==> src/inc/int_microframe_schedule_status_consts.vh <==
// Constants for the interrupt-transfer microframe scheduling and result block.
`ifndef INT_MICROFRAME_SCHEDULE_STATUS_CONSTS_VH
`define INT_MICROFRAME_SCHEDULE_STATUS_CONSTS_VH

// ==========================================================================
// Register byte offsets on the APB.
`define OFS_WORD_TWO        8'h00
`define OFS_WORD_FOUR       8'h04
`define OFS_IRQ_STATUS      8'h08
`define OFS_IRQ_MASK        8'h0C
`define OFS_SCHED_STATE     8'h10

// ==========================================================================
// Register index codes returned by the address decoder.
`define IDX_WORD_TWO        3'h0
`define IDX_WORD_FOUR       3'h1
`define IDX_IRQ_STATUS      3'h2
`define IDX_IRQ_MASK        3'h3
`define IDX_SCHED_STATE     3'h4
`define IDX_NONE            3'h7

// ==========================================================================
// Field positions.
`define W2_ENABLE_BIT       0
`define W2_FRAME_LSB        3
`define W2_FRAME_MSB        7
`define W4_MASK_LSB         0
`define W4_MASK_MSB         7
`define W4_RESULT_LSB       8
`define W4_RESULT_MSB       31
`define RES_XACT_ERR_BIT    0
`define RES_BABBLE_BIT      1
`define RES_UNDERRUN_BIT    2
`define IRQ_DONE_BIT        0
`define IRQ_ERROR_BIT       1
`define IRQ_MISSED_BIT      2
`define SS_BUSY_BIT         0
`define SS_UFRAME_LSB       4
`define SS_UFRAME_MSB       6

// ==========================================================================
// Widths and reset values.
`define FRAME_W             5
`define UFRAME_W            3
`define NUM_UFRAMES         8
`define RESULT_W            3
`define IRQ_W               3
`define RST_FRAME           5'h00
`define RST_MASK            8'h00
`define RST_IRQ             3'h0
`define RST_RESULT          3'h0

`endif

==> src/hdl/uframe_result_store.v <==
// Eight-entry store of per-microframe result codes, each entry register driven straight onto the read-out.
`timescale 1ns/100ps

module uframe_result_store
#(
	parameter ENTRIES = 8,
	parameter WIDTH   = 3,
	parameter AW      = 3
)
(
	input  wire                     clk,
	input  wire                     rst_n,
	input  wire                     wr_en,
	input  wire [AW-1:0]            wr_addr,
	input  wire [WIDTH-1:0]         wr_data,
	output wire [ENTRIES*WIDTH-1:0] rd_all
);

	// ======================================================================
	// Storage: one register per entry, its content forms the read data.
	genvar i;
	generate
		for (i = 0; i < ENTRIES; i = i + 1)
		begin : g_entry
			// The slot number is kept as an integer so the compare widens on purpose.
			localparam integer SLOT = i;
			reg [WIDTH-1:0] entry_r;
			always @(posedge clk or negedge rst_n)
			begin
				if (!rst_n)
					entry_r <= {WIDTH{1'b0}};
				else if (wr_en && ({{(32-AW){1'b0}}, wr_addr} == SLOT))
					entry_r <= wr_data;
			end
			assign rd_all[i*WIDTH +: WIDTH] = entry_r;
		end
	endgenerate

endmodule

==> src/hdl/int_microframe_schedule_status.v <==
// Microframe scheduling and per-microframe result reporting for interrupt transfers.
//
// Contract
// - Eight 3-bit results, uframe7 top, uframe0 bits 10:8.
// - Hardware writes each result after transaction completes.
// - Result bits: error, babble on IN, underrun on OUT.
// - Mask consulted only when frame numbers match.
// - Issue transaction only where mask bit is one.
// - Software sets mask bits; hardware clears after processing.
// - All ones mask: transaction in all eight microframes.
// - Every fourth bit set: transaction every fourth microframe.
//
// Implementation choices: the APB slave port and the placing of the registers.
`timescale 1ns/100ps
`include "int_microframe_schedule_status_consts.vh"

module int_microframe_schedule_status
#(
	parameter AW = 8
)
(
	input  wire                  pclk,
	input  wire                  presetn,
	input  wire                  psel,
	input  wire                  penable,
	input  wire                  pwrite,
	input  wire [AW-1:0]         paddr,
	input  wire [31:0]           pwdata,
	output wire [31:0]           prdata,
	output wire                  pready,
	output wire                  pslverr,
	output wire                  irq,
	input  wire                  uframe_start,
	input  wire [`FRAME_W-1:0]   bus_frame_num,
	input  wire [`UFRAME_W-1:0]  bus_uframe,
	output wire                  txn_start,
	output wire [`UFRAME_W-1:0]  txn_uframe,
	input  wire                  txn_done,
	input  wire                  txn_is_in,
	input  wire                  txn_error,
	input  wire                  txn_babble,
	input  wire                  txn_underrun
);

	// ======================================================================
	// Scheduler states.
	localparam ST_IDLE = 1'b0;
	localparam ST_WAIT = 1'b1;

	// ======================================================================
	// Address decoding, used both for the read mux and the write strobes.
	function [2:0] reg_index;
		input [AW-1:0] addr;
		begin
			case (addr)
				`OFS_WORD_TWO:    reg_index = `IDX_WORD_TWO;
				`OFS_WORD_FOUR:   reg_index = `IDX_WORD_FOUR;
				`OFS_IRQ_STATUS:  reg_index = `IDX_IRQ_STATUS;
				`OFS_IRQ_MASK:    reg_index = `IDX_IRQ_MASK;
				`OFS_SCHED_STATE: reg_index = `IDX_SCHED_STATE;
				default:          reg_index = `IDX_NONE;
			endcase
		end
	endfunction

	// ======================================================================
	// Declarations.
	reg                   enable_r;
	reg  [`FRAME_W-1:0]   frame_sel_r;
	reg  [7:0]            mask_r;
	reg  [7:0]            mask_nxt;
	reg  [`IRQ_W-1:0]     irq_status_r;
	reg  [`IRQ_W-1:0]     irq_status_nxt;
	reg  [`IRQ_W-1:0]     irq_mask_r;
	reg  [31:0]           prdata_r;
	reg                   pready_r;
	reg                   pslverr_r;
	reg                   irq_r;
	reg                   state_r;
	reg                   state_nxt;
	reg  [`UFRAME_W-1:0]  cur_uframe_r;
	reg  [`UFRAME_W-1:0]  cur_uframe_nxt;
	reg                   txn_start_r;
	reg                   txn_start_nxt;
	reg  [`IRQ_W-1:0]     irq_event;
	reg                   res_wr_en;
	reg  [`RESULT_W-1:0]  res_wr_data;
	reg  [31:0]           read_mux;

	wire [2:0]            idx;
	wire                  setup_phase;
	wire                  wr_access;
	wire                  frame_match;
	wire                  slot_selected;
	wire [23:0]           results;

	assign idx         = reg_index(paddr);
	assign setup_phase = psel && !penable;
	assign wr_access   = psel && penable && pready_r && pwrite;

	// The mask is only looked at while the programmed frame is on the bus.
	assign frame_match   = enable_r && (bus_frame_num == frame_sel_r);
	assign slot_selected = frame_match && mask_r[bus_uframe];

	// ======================================================================
	// Result store.
	uframe_result_store
	#(
		.ENTRIES (`NUM_UFRAMES),
		.WIDTH   (`RESULT_W),
		.AW      (`UFRAME_W)
	)
	u_store
	(
		.clk     (pclk),
		.rst_n   (presetn),
		.wr_en   (res_wr_en),
		.wr_addr (cur_uframe_r),
		.wr_data (res_wr_data),
		.rd_all  (results)
	);

	// ======================================================================
	// Result encoding on completion.
	always @*
	begin
		res_wr_en   = (state_r == ST_WAIT) && txn_done;
		res_wr_data = {`RESULT_W{1'b0}};
		res_wr_data[`RES_XACT_ERR_BIT] = txn_error;
		res_wr_data[`RES_BABBLE_BIT]   = txn_babble && txn_is_in;
		res_wr_data[`RES_UNDERRUN_BIT] = txn_underrun && !txn_is_in;
	end

	// ======================================================================
	// Scheduler. In ST_IDLE each microframe start with enable set, the frame matching and its mask bit set launches one
	// transaction, so an all-ones mask serves all eight slots and a mask
	// with every fourth bit set serves every fourth slot.
	always @*
	begin
		state_nxt      = state_r;
		cur_uframe_nxt = cur_uframe_r;
		txn_start_nxt  = 1'b0;
		irq_event      = {`IRQ_W{1'b0}};
		case (state_r)
			ST_IDLE:
			begin
				if (uframe_start && slot_selected)
				begin
					state_nxt      = ST_WAIT;
					cur_uframe_nxt = bus_uframe;
					txn_start_nxt  = 1'b1;
				end
			end
			ST_WAIT:
			begin
				// A selected slot that starts while the previous transaction
				// is still open is left pending, not dropped, and reported unless txn_done is high in that cycle.
				if (uframe_start && slot_selected && !txn_done)
					irq_event[`IRQ_MISSED_BIT] = 1'b1;
				if (txn_done)
				begin
					state_nxt                 = ST_IDLE;
					irq_event[`IRQ_DONE_BIT]  = 1'b1;
					irq_event[`IRQ_ERROR_BIT] = |res_wr_data;
				end
			end
			default:
			begin
				state_nxt = ST_IDLE;
			end
		endcase
	end

	// ======================================================================
	// Mask update: software may only raise bits, hardware only lowers the
	// bit of the slot it has just finished. A software set in the same
	// cycle as the hardware clear wins, so a fresh request is kept.
	always @*
	begin
		mask_nxt = mask_r;
		if (res_wr_en)
			mask_nxt[cur_uframe_r] = 1'b0;
		if (wr_access && (idx == `IDX_WORD_FOUR))
			mask_nxt = mask_nxt | pwdata[`W4_MASK_MSB:`W4_MASK_LSB];
	end

	// ======================================================================
	// Interrupt status: write one to clear, a new event wins over the clear.
	always @*
	begin
		irq_status_nxt = irq_status_r;
		if (wr_access && (idx == `IDX_IRQ_STATUS))
			irq_status_nxt = irq_status_r & ~pwdata[`IRQ_W-1:0];
		irq_status_nxt = irq_status_nxt | irq_event;
	end

	// ======================================================================
	// Read data multiplexer.
	always @*
	begin
		read_mux = 32'h00000000;
		case (idx)
			`IDX_WORD_TWO:
			begin
				read_mux[`W2_ENABLE_BIT]                = enable_r;
				read_mux[`W2_FRAME_MSB:`W2_FRAME_LSB]  = frame_sel_r;
			end
			`IDX_WORD_FOUR:
			begin
				// Slot 7 lands in the top bits, slot 0 in bits 10 to 8.
				read_mux[`W4_RESULT_MSB:`W4_RESULT_LSB] = results;
				read_mux[`W4_MASK_MSB:`W4_MASK_LSB]     = mask_r;
			end
			`IDX_IRQ_STATUS:
				read_mux[`IRQ_W-1:0] = irq_status_r;
			`IDX_IRQ_MASK:
				read_mux[`IRQ_W-1:0] = irq_mask_r;
			`IDX_SCHED_STATE:
			begin
				read_mux[`SS_BUSY_BIT]                   = state_r;
				read_mux[`SS_UFRAME_MSB:`SS_UFRAME_LSB] = cur_uframe_r;
			end
			default:
				read_mux = 32'h00000000;
		endcase
	end

	// ======================================================================
	// APB slave. The answer is prepared during the setup cycle, so every
	// access completes at the first access-phase edge with no wait state.
	always @(posedge pclk or negedge presetn)
	begin
		if (!presetn)
		begin
			pready_r  <= 1'b0;
			pslverr_r <= 1'b0;
			prdata_r  <= 32'h00000000;
		end
		else if (setup_phase)
		begin
			pready_r  <= 1'b1;
			pslverr_r <= (idx == `IDX_NONE);
			prdata_r  <= pwrite ? 32'h00000000 : read_mux;
		end
		else
		begin
			pready_r  <= 1'b0;
			pslverr_r <= 1'b0;
		end
	end

	// ======================================================================
	// Software-controlled registers.
	always @(posedge pclk or negedge presetn)
	begin
		if (!presetn)
		begin
			enable_r    <= 1'b0;
			frame_sel_r <= `RST_FRAME;
			irq_mask_r  <= `RST_IRQ;
		end
		else if (wr_access)
		begin
			if (idx == `IDX_WORD_TWO)
			begin
				enable_r    <= pwdata[`W2_ENABLE_BIT];
				frame_sel_r <= pwdata[`W2_FRAME_MSB:`W2_FRAME_LSB];
			end
			if (idx == `IDX_IRQ_MASK)
				irq_mask_r <= pwdata[`IRQ_W-1:0];
		end
	end

	// ======================================================================
	// Scheduler, mask and interrupt state.
	always @(posedge pclk or negedge presetn)
	begin
		if (!presetn)
		begin
			state_r      <= ST_IDLE;
			cur_uframe_r <= {`UFRAME_W{1'b0}};
			txn_start_r  <= 1'b0;
			mask_r       <= `RST_MASK;
			irq_status_r <= `RST_IRQ;
			irq_r        <= 1'b0;
		end
		else
		begin
			state_r      <= state_nxt;
			cur_uframe_r <= cur_uframe_nxt;
			txn_start_r  <= txn_start_nxt;
			mask_r       <= mask_nxt;
			irq_status_r <= irq_status_nxt;
			irq_r        <= |(irq_status_nxt & irq_mask_r);
		end
	end

	// ======================================================================
	// Outputs.
	assign prdata     = prdata_r;
	assign pready     = pready_r;
	assign pslverr    = pslverr_r;
	assign irq        = irq_r;
	assign txn_start  = txn_start_r;
	assign txn_uframe = cur_uframe_r;

endmodule

==> config.mk <==
export PLATFORM = sky130hd
export DESIGN_NAME = int_microframe_schedule_status
export DESIGN_NICKNAME = d
export VERILOG_FILES = /design/src/hdl/uframe_result_store.v /design/src/hdl/int_microframe_schedule_status.v
export VERILOG_INCLUDE_DIRS = /design/src /design/src/inc
export SDC_FILE = /design/constraint.sdc
export NUM_CORES = 1
export LEC_CHECK = 0
export ABC_CLOCK_PERIOD_IN_PS = 5200
export BUFFER_PORTS_ARGS = -buffer_cell sky130_fd_sc_hd__buf_2
export CAP_MARGIN = 20
export CORE_ASPECT_RATIO = 1.4
export CORE_MARGIN = 5
export CORE_UTILIZATION = 58
export CTS_BUF_LIST = sky130_fd_sc_hd__clkbuf_4
export DETAILED_ROUTE_END_ITERATION = 8
export PLACE_DENSITY = 0.95
export SYNTH_ARGS = -nofsm -noshare
export SYNTH_HDL_FRONTEND = slang
export SYNTH_SLANG_ARGS = --single-unit
==> constraint.sdc <==
create_clock -name pclk -period 5.2 [get_ports pclk]
set_input_delay 0 -clock pclk [delete_from_list [all_inputs] [get_ports pclk]]
set_output_delay 0 -clock pclk [all_outputs]
set_load 0.02 [all_outputs]
==> metrics, run 1 <==
Area contributors post-synth=dfrtp_1, mux2_2, a22o_1; # nets final=429; setup repair after global routing missed its margin=false; largest area contributor in the netlist=dfrtp_1; Die Footprint=7870 um^2; measured slew at the worst slew-check pin=0.977 ns; Reg clk slew, reported paths=0.14 ns; Setup Fix Bufs, Post-CTS=0; post-synth top area share=0.587; CP Cell Sequence=mux4_2 -> mux2_2 -> nand3_1 -> or2_2 -> mux2_2; share of layout cells above drive strength 1=0.368; CTS tree=yes; Min-Delay Endpoint=prdata[6]$_DFFE_PN0P_; starting density of the core=0.585; I/O Pins=98; vias per cell=6.16; All-Layer GR Usage=0.235; Top delay family on crit path=multiplexers; Post-Route WL=8960 um; antenna violations before repair=0; wire per inst=20.0 um; most frequent cell on the critical path=mux2_2; minimum clock period after layout=1.99 ns; Final Worst Setup Slack=3.21 ns; Finished Cell Area=4350 um^2; post-synthesis cell count=273; Hold Startpoint=paddr[4]; Final Cycle Share=0.383; clock root cell=clkbuf_4; element type at the critical path start=flip-flop; num rows=34; hold path depth=3; Power Total=1050 uW; pre-CTS setup slack=2.91 ns; R2R setup slack=3.21 ns; outcome=finished clean; skew final=0.0168 ns; CP Data Arrival Time=2.32 ns; largest net degree at the start of global routing=85; number of synthesis warnings=0; leakage=0.00225 uW; peak per-stage delay on the critical path=0.46 ns; Worst Path Buf+Inv=0; post-synth cell types=42; sequential fraction of the synthesis area=0.587; CP Data Required Time=5.52 ns; clock latency on the worst-skew pair=0.43 ns; number of flops mapped to enable cells by yosys=0; WS Path Type=reg -> reg; CP max FO=5; Antenna Cells=0; mean area per synthesized cell=13.1 um^2; antenna-violating nets left=0; core area=6130 um^2; async set-reset flop share out of synthesis=1.00; Port Buffers=73; htree depth=3; endpoint class of the critical path=flip-flop; type of the most critical hold path=in -> reg; area growth from synthesis to layout=21.5%; Final Hold Vio Count=0; Max VDD drop=172 uV; Die W=76.4 um; total number of vias=2755; first-pass GRT wire length=14600 um; Clock Sinks=84; Final setup violation count=0; Post-CTS Resized=0; Placed Area=4000 um^2; commonest non-fill, non-tap cells in the layout=dfrtp_1, buf_2, a22o_1; Power Density=240 nW/um^2; relative slew slack=0.346; drt first pass iters=6; vias in the first global route=2915; FF-to-FF path depth=5; Post-synth top flop=dfrtp_1; Die Ht=103 um; Worst Hold Slack=0.0494 ns; DRC violations left=0; slowest CP cell=dfrtp_1; Synth Register Bits=84; Num CTS Buffers=9; hold_buf cts=20; gr ovfl total=0; clk buf depth=2; Synthesized Nets=332; max-slew violation count=0; reg2reg start=mask_r[1]$_DFF_PN0_; DR iter-0 viols=221; mapped cell area=3580 um^2; RR Endpoint=txn_uframe[0]$_DFFE_PN0P_; most common cell after layout, fill and taps aside=dfrtp_1; maximum clock rate=502 MHz; GP Congestion=0.882; Post-DP HPWL=6120 um; Setup TNS=0 ns; Max-cap violations=0
-- worst max-delay path by stage --
stage | start | end | slack [ns] | cells after the start
after floorplan | mask_r[7]$_DFF_PN0_ | txn_uframe[0]$_DFFE_PN0P_ | 3.32 | 6
after detailed placement | paddr[7] | prdata[28]$_DFFE_PN0P_ | 2.91 | 6
after global placement | paddr[7] | prdata[18]$_DFFE_PN0P_ | 2.94 | 6
after global routing | paddr[5] | prdata[19]$_DFFE_PN0P_ | 3.09 | 6
after CTS | mask_r[0]$_DFF_PN0_ | txn_uframe[1]$_DFFE_PN0P_ | 3.26 | 5
final | mask_r[1]$_DFF_PN0_ | txn_uframe[0]$_DFFE_PN0P_ | 3.21 | 5
-- flip-flops by register name, summed over array words and instances (netlist names), 3 cells and up --
name	flops
frame_sel_r	5
irq_mask_r	3
irq_status_r	3
mask_r	8
prdata	32
txn_uframe	3
u_store.g_entry.entry_r	24
-- area by class of cell --
| type | count | area [um^2] |
|---|---|---|
| sequential | 84 | 2100 |
| fill | 429 | 1780 |
| multi-input combinational | 171 | 1400 |
| timing repair buffer | 96 | 613 |
| tap | 72 | 90.1 |
| clock buffer | 9 | 67.6 |
| clock inverter | 7 | 43.8 |
| inverter | 8 | 30.0 |
-- where the power goes --
part	total, uW	switching [uW]	internal [uW]	leakage (uW)
combinational	70.6	41.6	29.0	0.00101
sequential	656	1.04	654	0.00117
clock	320	224	95.6	0.0000615
total	1050	267	779	0.00225
-- tightest hold or removal path, delay by kind of cell --
family          cells  cell delay [ns]
compound gates      2             0.28
buf+inv             1             0.16
-- logic make-up (layout without fill, tap and decap cells) --
| kind of cell | count (synthesis) | in the layout | synth area share |
|---|---|---|---|
| flops | 84 | 84 | 0.587 |
| buf+inv | 18 | 120 | 0.0210 |
| simple gates | 62 | 62 | 0.102 |
| mux | 38 | 38 | 0.126 |
| xor+xnor | 5 | 5 | 0.0122 |
| compound gates | 66 | 66 | 0.152 |
-- per-layer routing --
layer / wire, um / part of all wire / track usage
met5: 0 / 0 / 0
met4: 188 / 0.021 / 0.105
met3: 525 / 0.059 / 0.0516
met2: 4900 / 0.55 / 0.419
met1: 3350 / 0.37 / 0.272
-- cells in the mapped netlist, types with 2 or more instances --
library cell  count
buf_4             2
mux2_2           36
nand2b_1          4
nand3_1           3
a22o_1           39
nand2_1          19
a22oi_1           5
and3_1            4
and2_1            2
nor2b_1           4
clkbuf_1          8
inv_1             8
dfrtp_1          84
or2_2             2
o2bb2ai_1         4
o21ai_0           7
nor2_1            7
o31ai_1           2
nand3b_1          2
xor2_1            4
mux4_2            2
nand4_1           2
nor3_1            4
-- per-stage QoR --
| stage | util | std cells |
|---|---|---|
| 2_1_floorplan | - | 273 |
| 3_3_place_gp | 0.653 | 409 |
| 3_5_place_dp | 0.653 | 409 |
| 4_1_cts | 0.704 | 445 |
| 5_1_grt | 0.710 | 447 |
| 6_report | 0.710 | 447 |
Note: power is estimated with default switching activity, not from simulation.
==> run 2, diff against run 1 <==
Settings changed: ABC_CLOCK_PERIOD_IN_PS 5200 to 1650, CORE_UTILIZATION 58 to 49, PLACE_DENSITY 0.95 to 0.86.
Clock period 5.2 ns to 1.65 ns, I/O delays scaled along.
==> run 2 against run 1 <==
Effect of this change:
- the flow now finishes with violations (setup timing)
- critical path depth stayed put
- register-to-register slack worse by 3.4 ns
- first-iteration DRC count is 13% lower
- sequential power grew to 3.1 times the previous value
- power grew to 3.2 times the previous value
- critical endpoint is now txn_uframe[2]$_DFFE_PN0P_
- largest cell class unchanged
==> metrics, run 2 (same netlist as run 1, synthesis figures left out) <==
WS Path Type=reg -> reg; gr ovfl total=0; Final setup violation count=6; Die Footprint=9140 um^2; Post-Route WL=9310 um; drt first pass iters=4; leakage=0.00243 uW; CP Cell Sequence=mux4_2 -> mux2_4 -> nand3_4 -> or2_4 -> mux2_4; skew final=0.0160 ns; most frequent cell on the critical path=mux2_4; measured slew at the worst slew-check pin=0.461 ns; CTS tree=yes; endpoint class of the critical path=flip-flop; Clock Sinks=84; Die Ht=111 um; Max-cap violations=0; area occupied by multi-input gates=1440 um^2; slowest CP cell=mux4_2; area growth from synthesis to layout=30.4%; outcome=finished with violations; violated checks=setup timing; Max VDD drop=417 uV; Num CTS Buffers=9; CP Data Required Time=1.97 ns; clock root cell=clkbuf_4; CP max FO=4; htree depth=3; DR iter-0 viols=193; Final Cycle Share=1.10; GP Congestion=0.843; total number of vias=2845; largest net degree at the start of global routing=56; FF-to-FF path depth=5; Seq. cell area=2100 um^2; vias in the first global route=3053; core area=7220 um^2; element type at the critical path start=flip-flop; wire per inst=18.4 um; CP Data Arrival Time=2.14 ns; starting density of the core=0.496; Power Density=706 nW/um^2; Finished Cell Area=4670 um^2; share of layout cells above drive strength 1=0.420; # nets final=461; Final Worst Setup Slack=-0.167 ns; R2R setup slack=-0.17 ns; I/O Pins=98; Die W=82.3 um; Placed Area=4310 um^2; setup repair after global routing missed its margin=true; Port Buffers=73; Min-Delay Endpoint=pslverr$_DFF_PN0_; Worst Path Buf+Inv=0; first-pass GRT wire length=15300 um; Final Hold Vio Count=0; commonest non-fill, non-tap cells in the layout=dfrtp_1, buf_2, a22o_1; vias per cell=5.63; Top delay family on crit path=multiplexers; reg2reg start=mask_r[2]$_DFF_PN0_; max-slew violation count=0; Post-DP HPWL=6640 um; RR Endpoint=txn_uframe[2]$_DFFE_PN0P_; Reg clk slew, reported paths=0.13 ns; # placed instances=464; Filler Cell Count=522; num rows=37; final std cells w/o fill=505; minimum clock period after layout=1.82 ns; most common cell after layout, fill and taps aside=dfrtp_1; Largest register FFs=32; hold path depth=5; maximum clock rate=550 MHz; relative slew slack=0.692; clock latency on the worst-skew pair=0.44 ns; antenna violations before repair=0; DRC violations left=0; type of the most critical hold path=in -> reg; Hold Startpoint=paddr[0]; clk buf depth=2; antenna-violating nets left=0; All-Layer GR Usage=0.223; peak per-stage delay on the critical path=0.47 ns
[run 2: metrics by stage]
step,setup WS [ns],setup TNS [ns],util,total power [uW],hold WS (ns)
after CTS,-0.149,-0.758,0.644,3310,0.0232
after detailed placement,-0.243,-6.39,0.596,2300,-0.0492
final,-0.167,-0.845,0.647,3300,0.0340
after floorplan,-0.142,-0.451,-,2160,-0.296
after global routing,-0.173,-0.921,0.646,3450,0.0158
after global placement,-0.166,-4.51,0.596,2290,-0.0589
[run 2: timing repair]
action / CTS / global route
setup endpoints to repair: 6 / 6
hold buffers: 21 / 0
setup buffers: 2 / 1
hold endpoints to repair: 124 / 0
resized for setup: 3 / 1
pin swaps: 2 / 4
[run 2: worst max path at each step]
stage	startpoint	to	slack [ns]	depth (start not counted)
3_5_place_dp	paddr[7]	irq$_DFF_PN0_	-0.24	6
3_3_place_gp	paddr[7]	irq$_DFF_PN0_	-0.17	6
4_1_cts	mask_r[2]$_DFF_PN0_	txn_uframe[2]$_DFFE_PN0P_	-0.15	5
6_report	mask_r[2]$_DFF_PN0_	txn_uframe[2]$_DFFE_PN0P_	-0.17	5
5_1_grt	mask_r[1]$_DFF_PN0_	txn_uframe[0]$_DFFE_PN0P_	-0.17	5
2_1_floorplan	mask_r[6]$_DFF_PN0_	txn_uframe[0]$_DFFE_PN0P_	-0.14	6
[run 2: cell type report]
cell class	instances	share of cell area
Sequential cell	84	0.450
Multi-Input combinational cell	171	0.309
Timing Repair Buffer	128	0.184
Tap cell	97	0.0260
Clock buffer	11	0.0177
Inverter	8	0.00643
Clock inverter	5	0.00616
Antenna cell	1	0.000536
[run 2: worst register-to-register path, cell delays in order (launching register included)]
cell	delay (ns)
dfrtp_1	0.42
mux4_2	0.47
mux2_4	0.30
nand3_4	0.06
or2_4	0.15
mux2_4	0.30
[run 2: power breakdown]
part / switching (uW) / internal [uW] / total, uW
sequential: 2.34 / 2060 / 2060
combinational: 139 / 98.2 / 237
clock: 663 / 334 / 997
total: 804 / 2490 / 3300
[run 2: routing by layer]
metal	vias to the layer above	GRT usage	part of all wire
li1	1280	-	-
met1	1423	0.269	0.39
met2	114	0.363	0.53
met3	28	0.0561	0.053
met4	0	0.104	0.032
met5	-	0	0
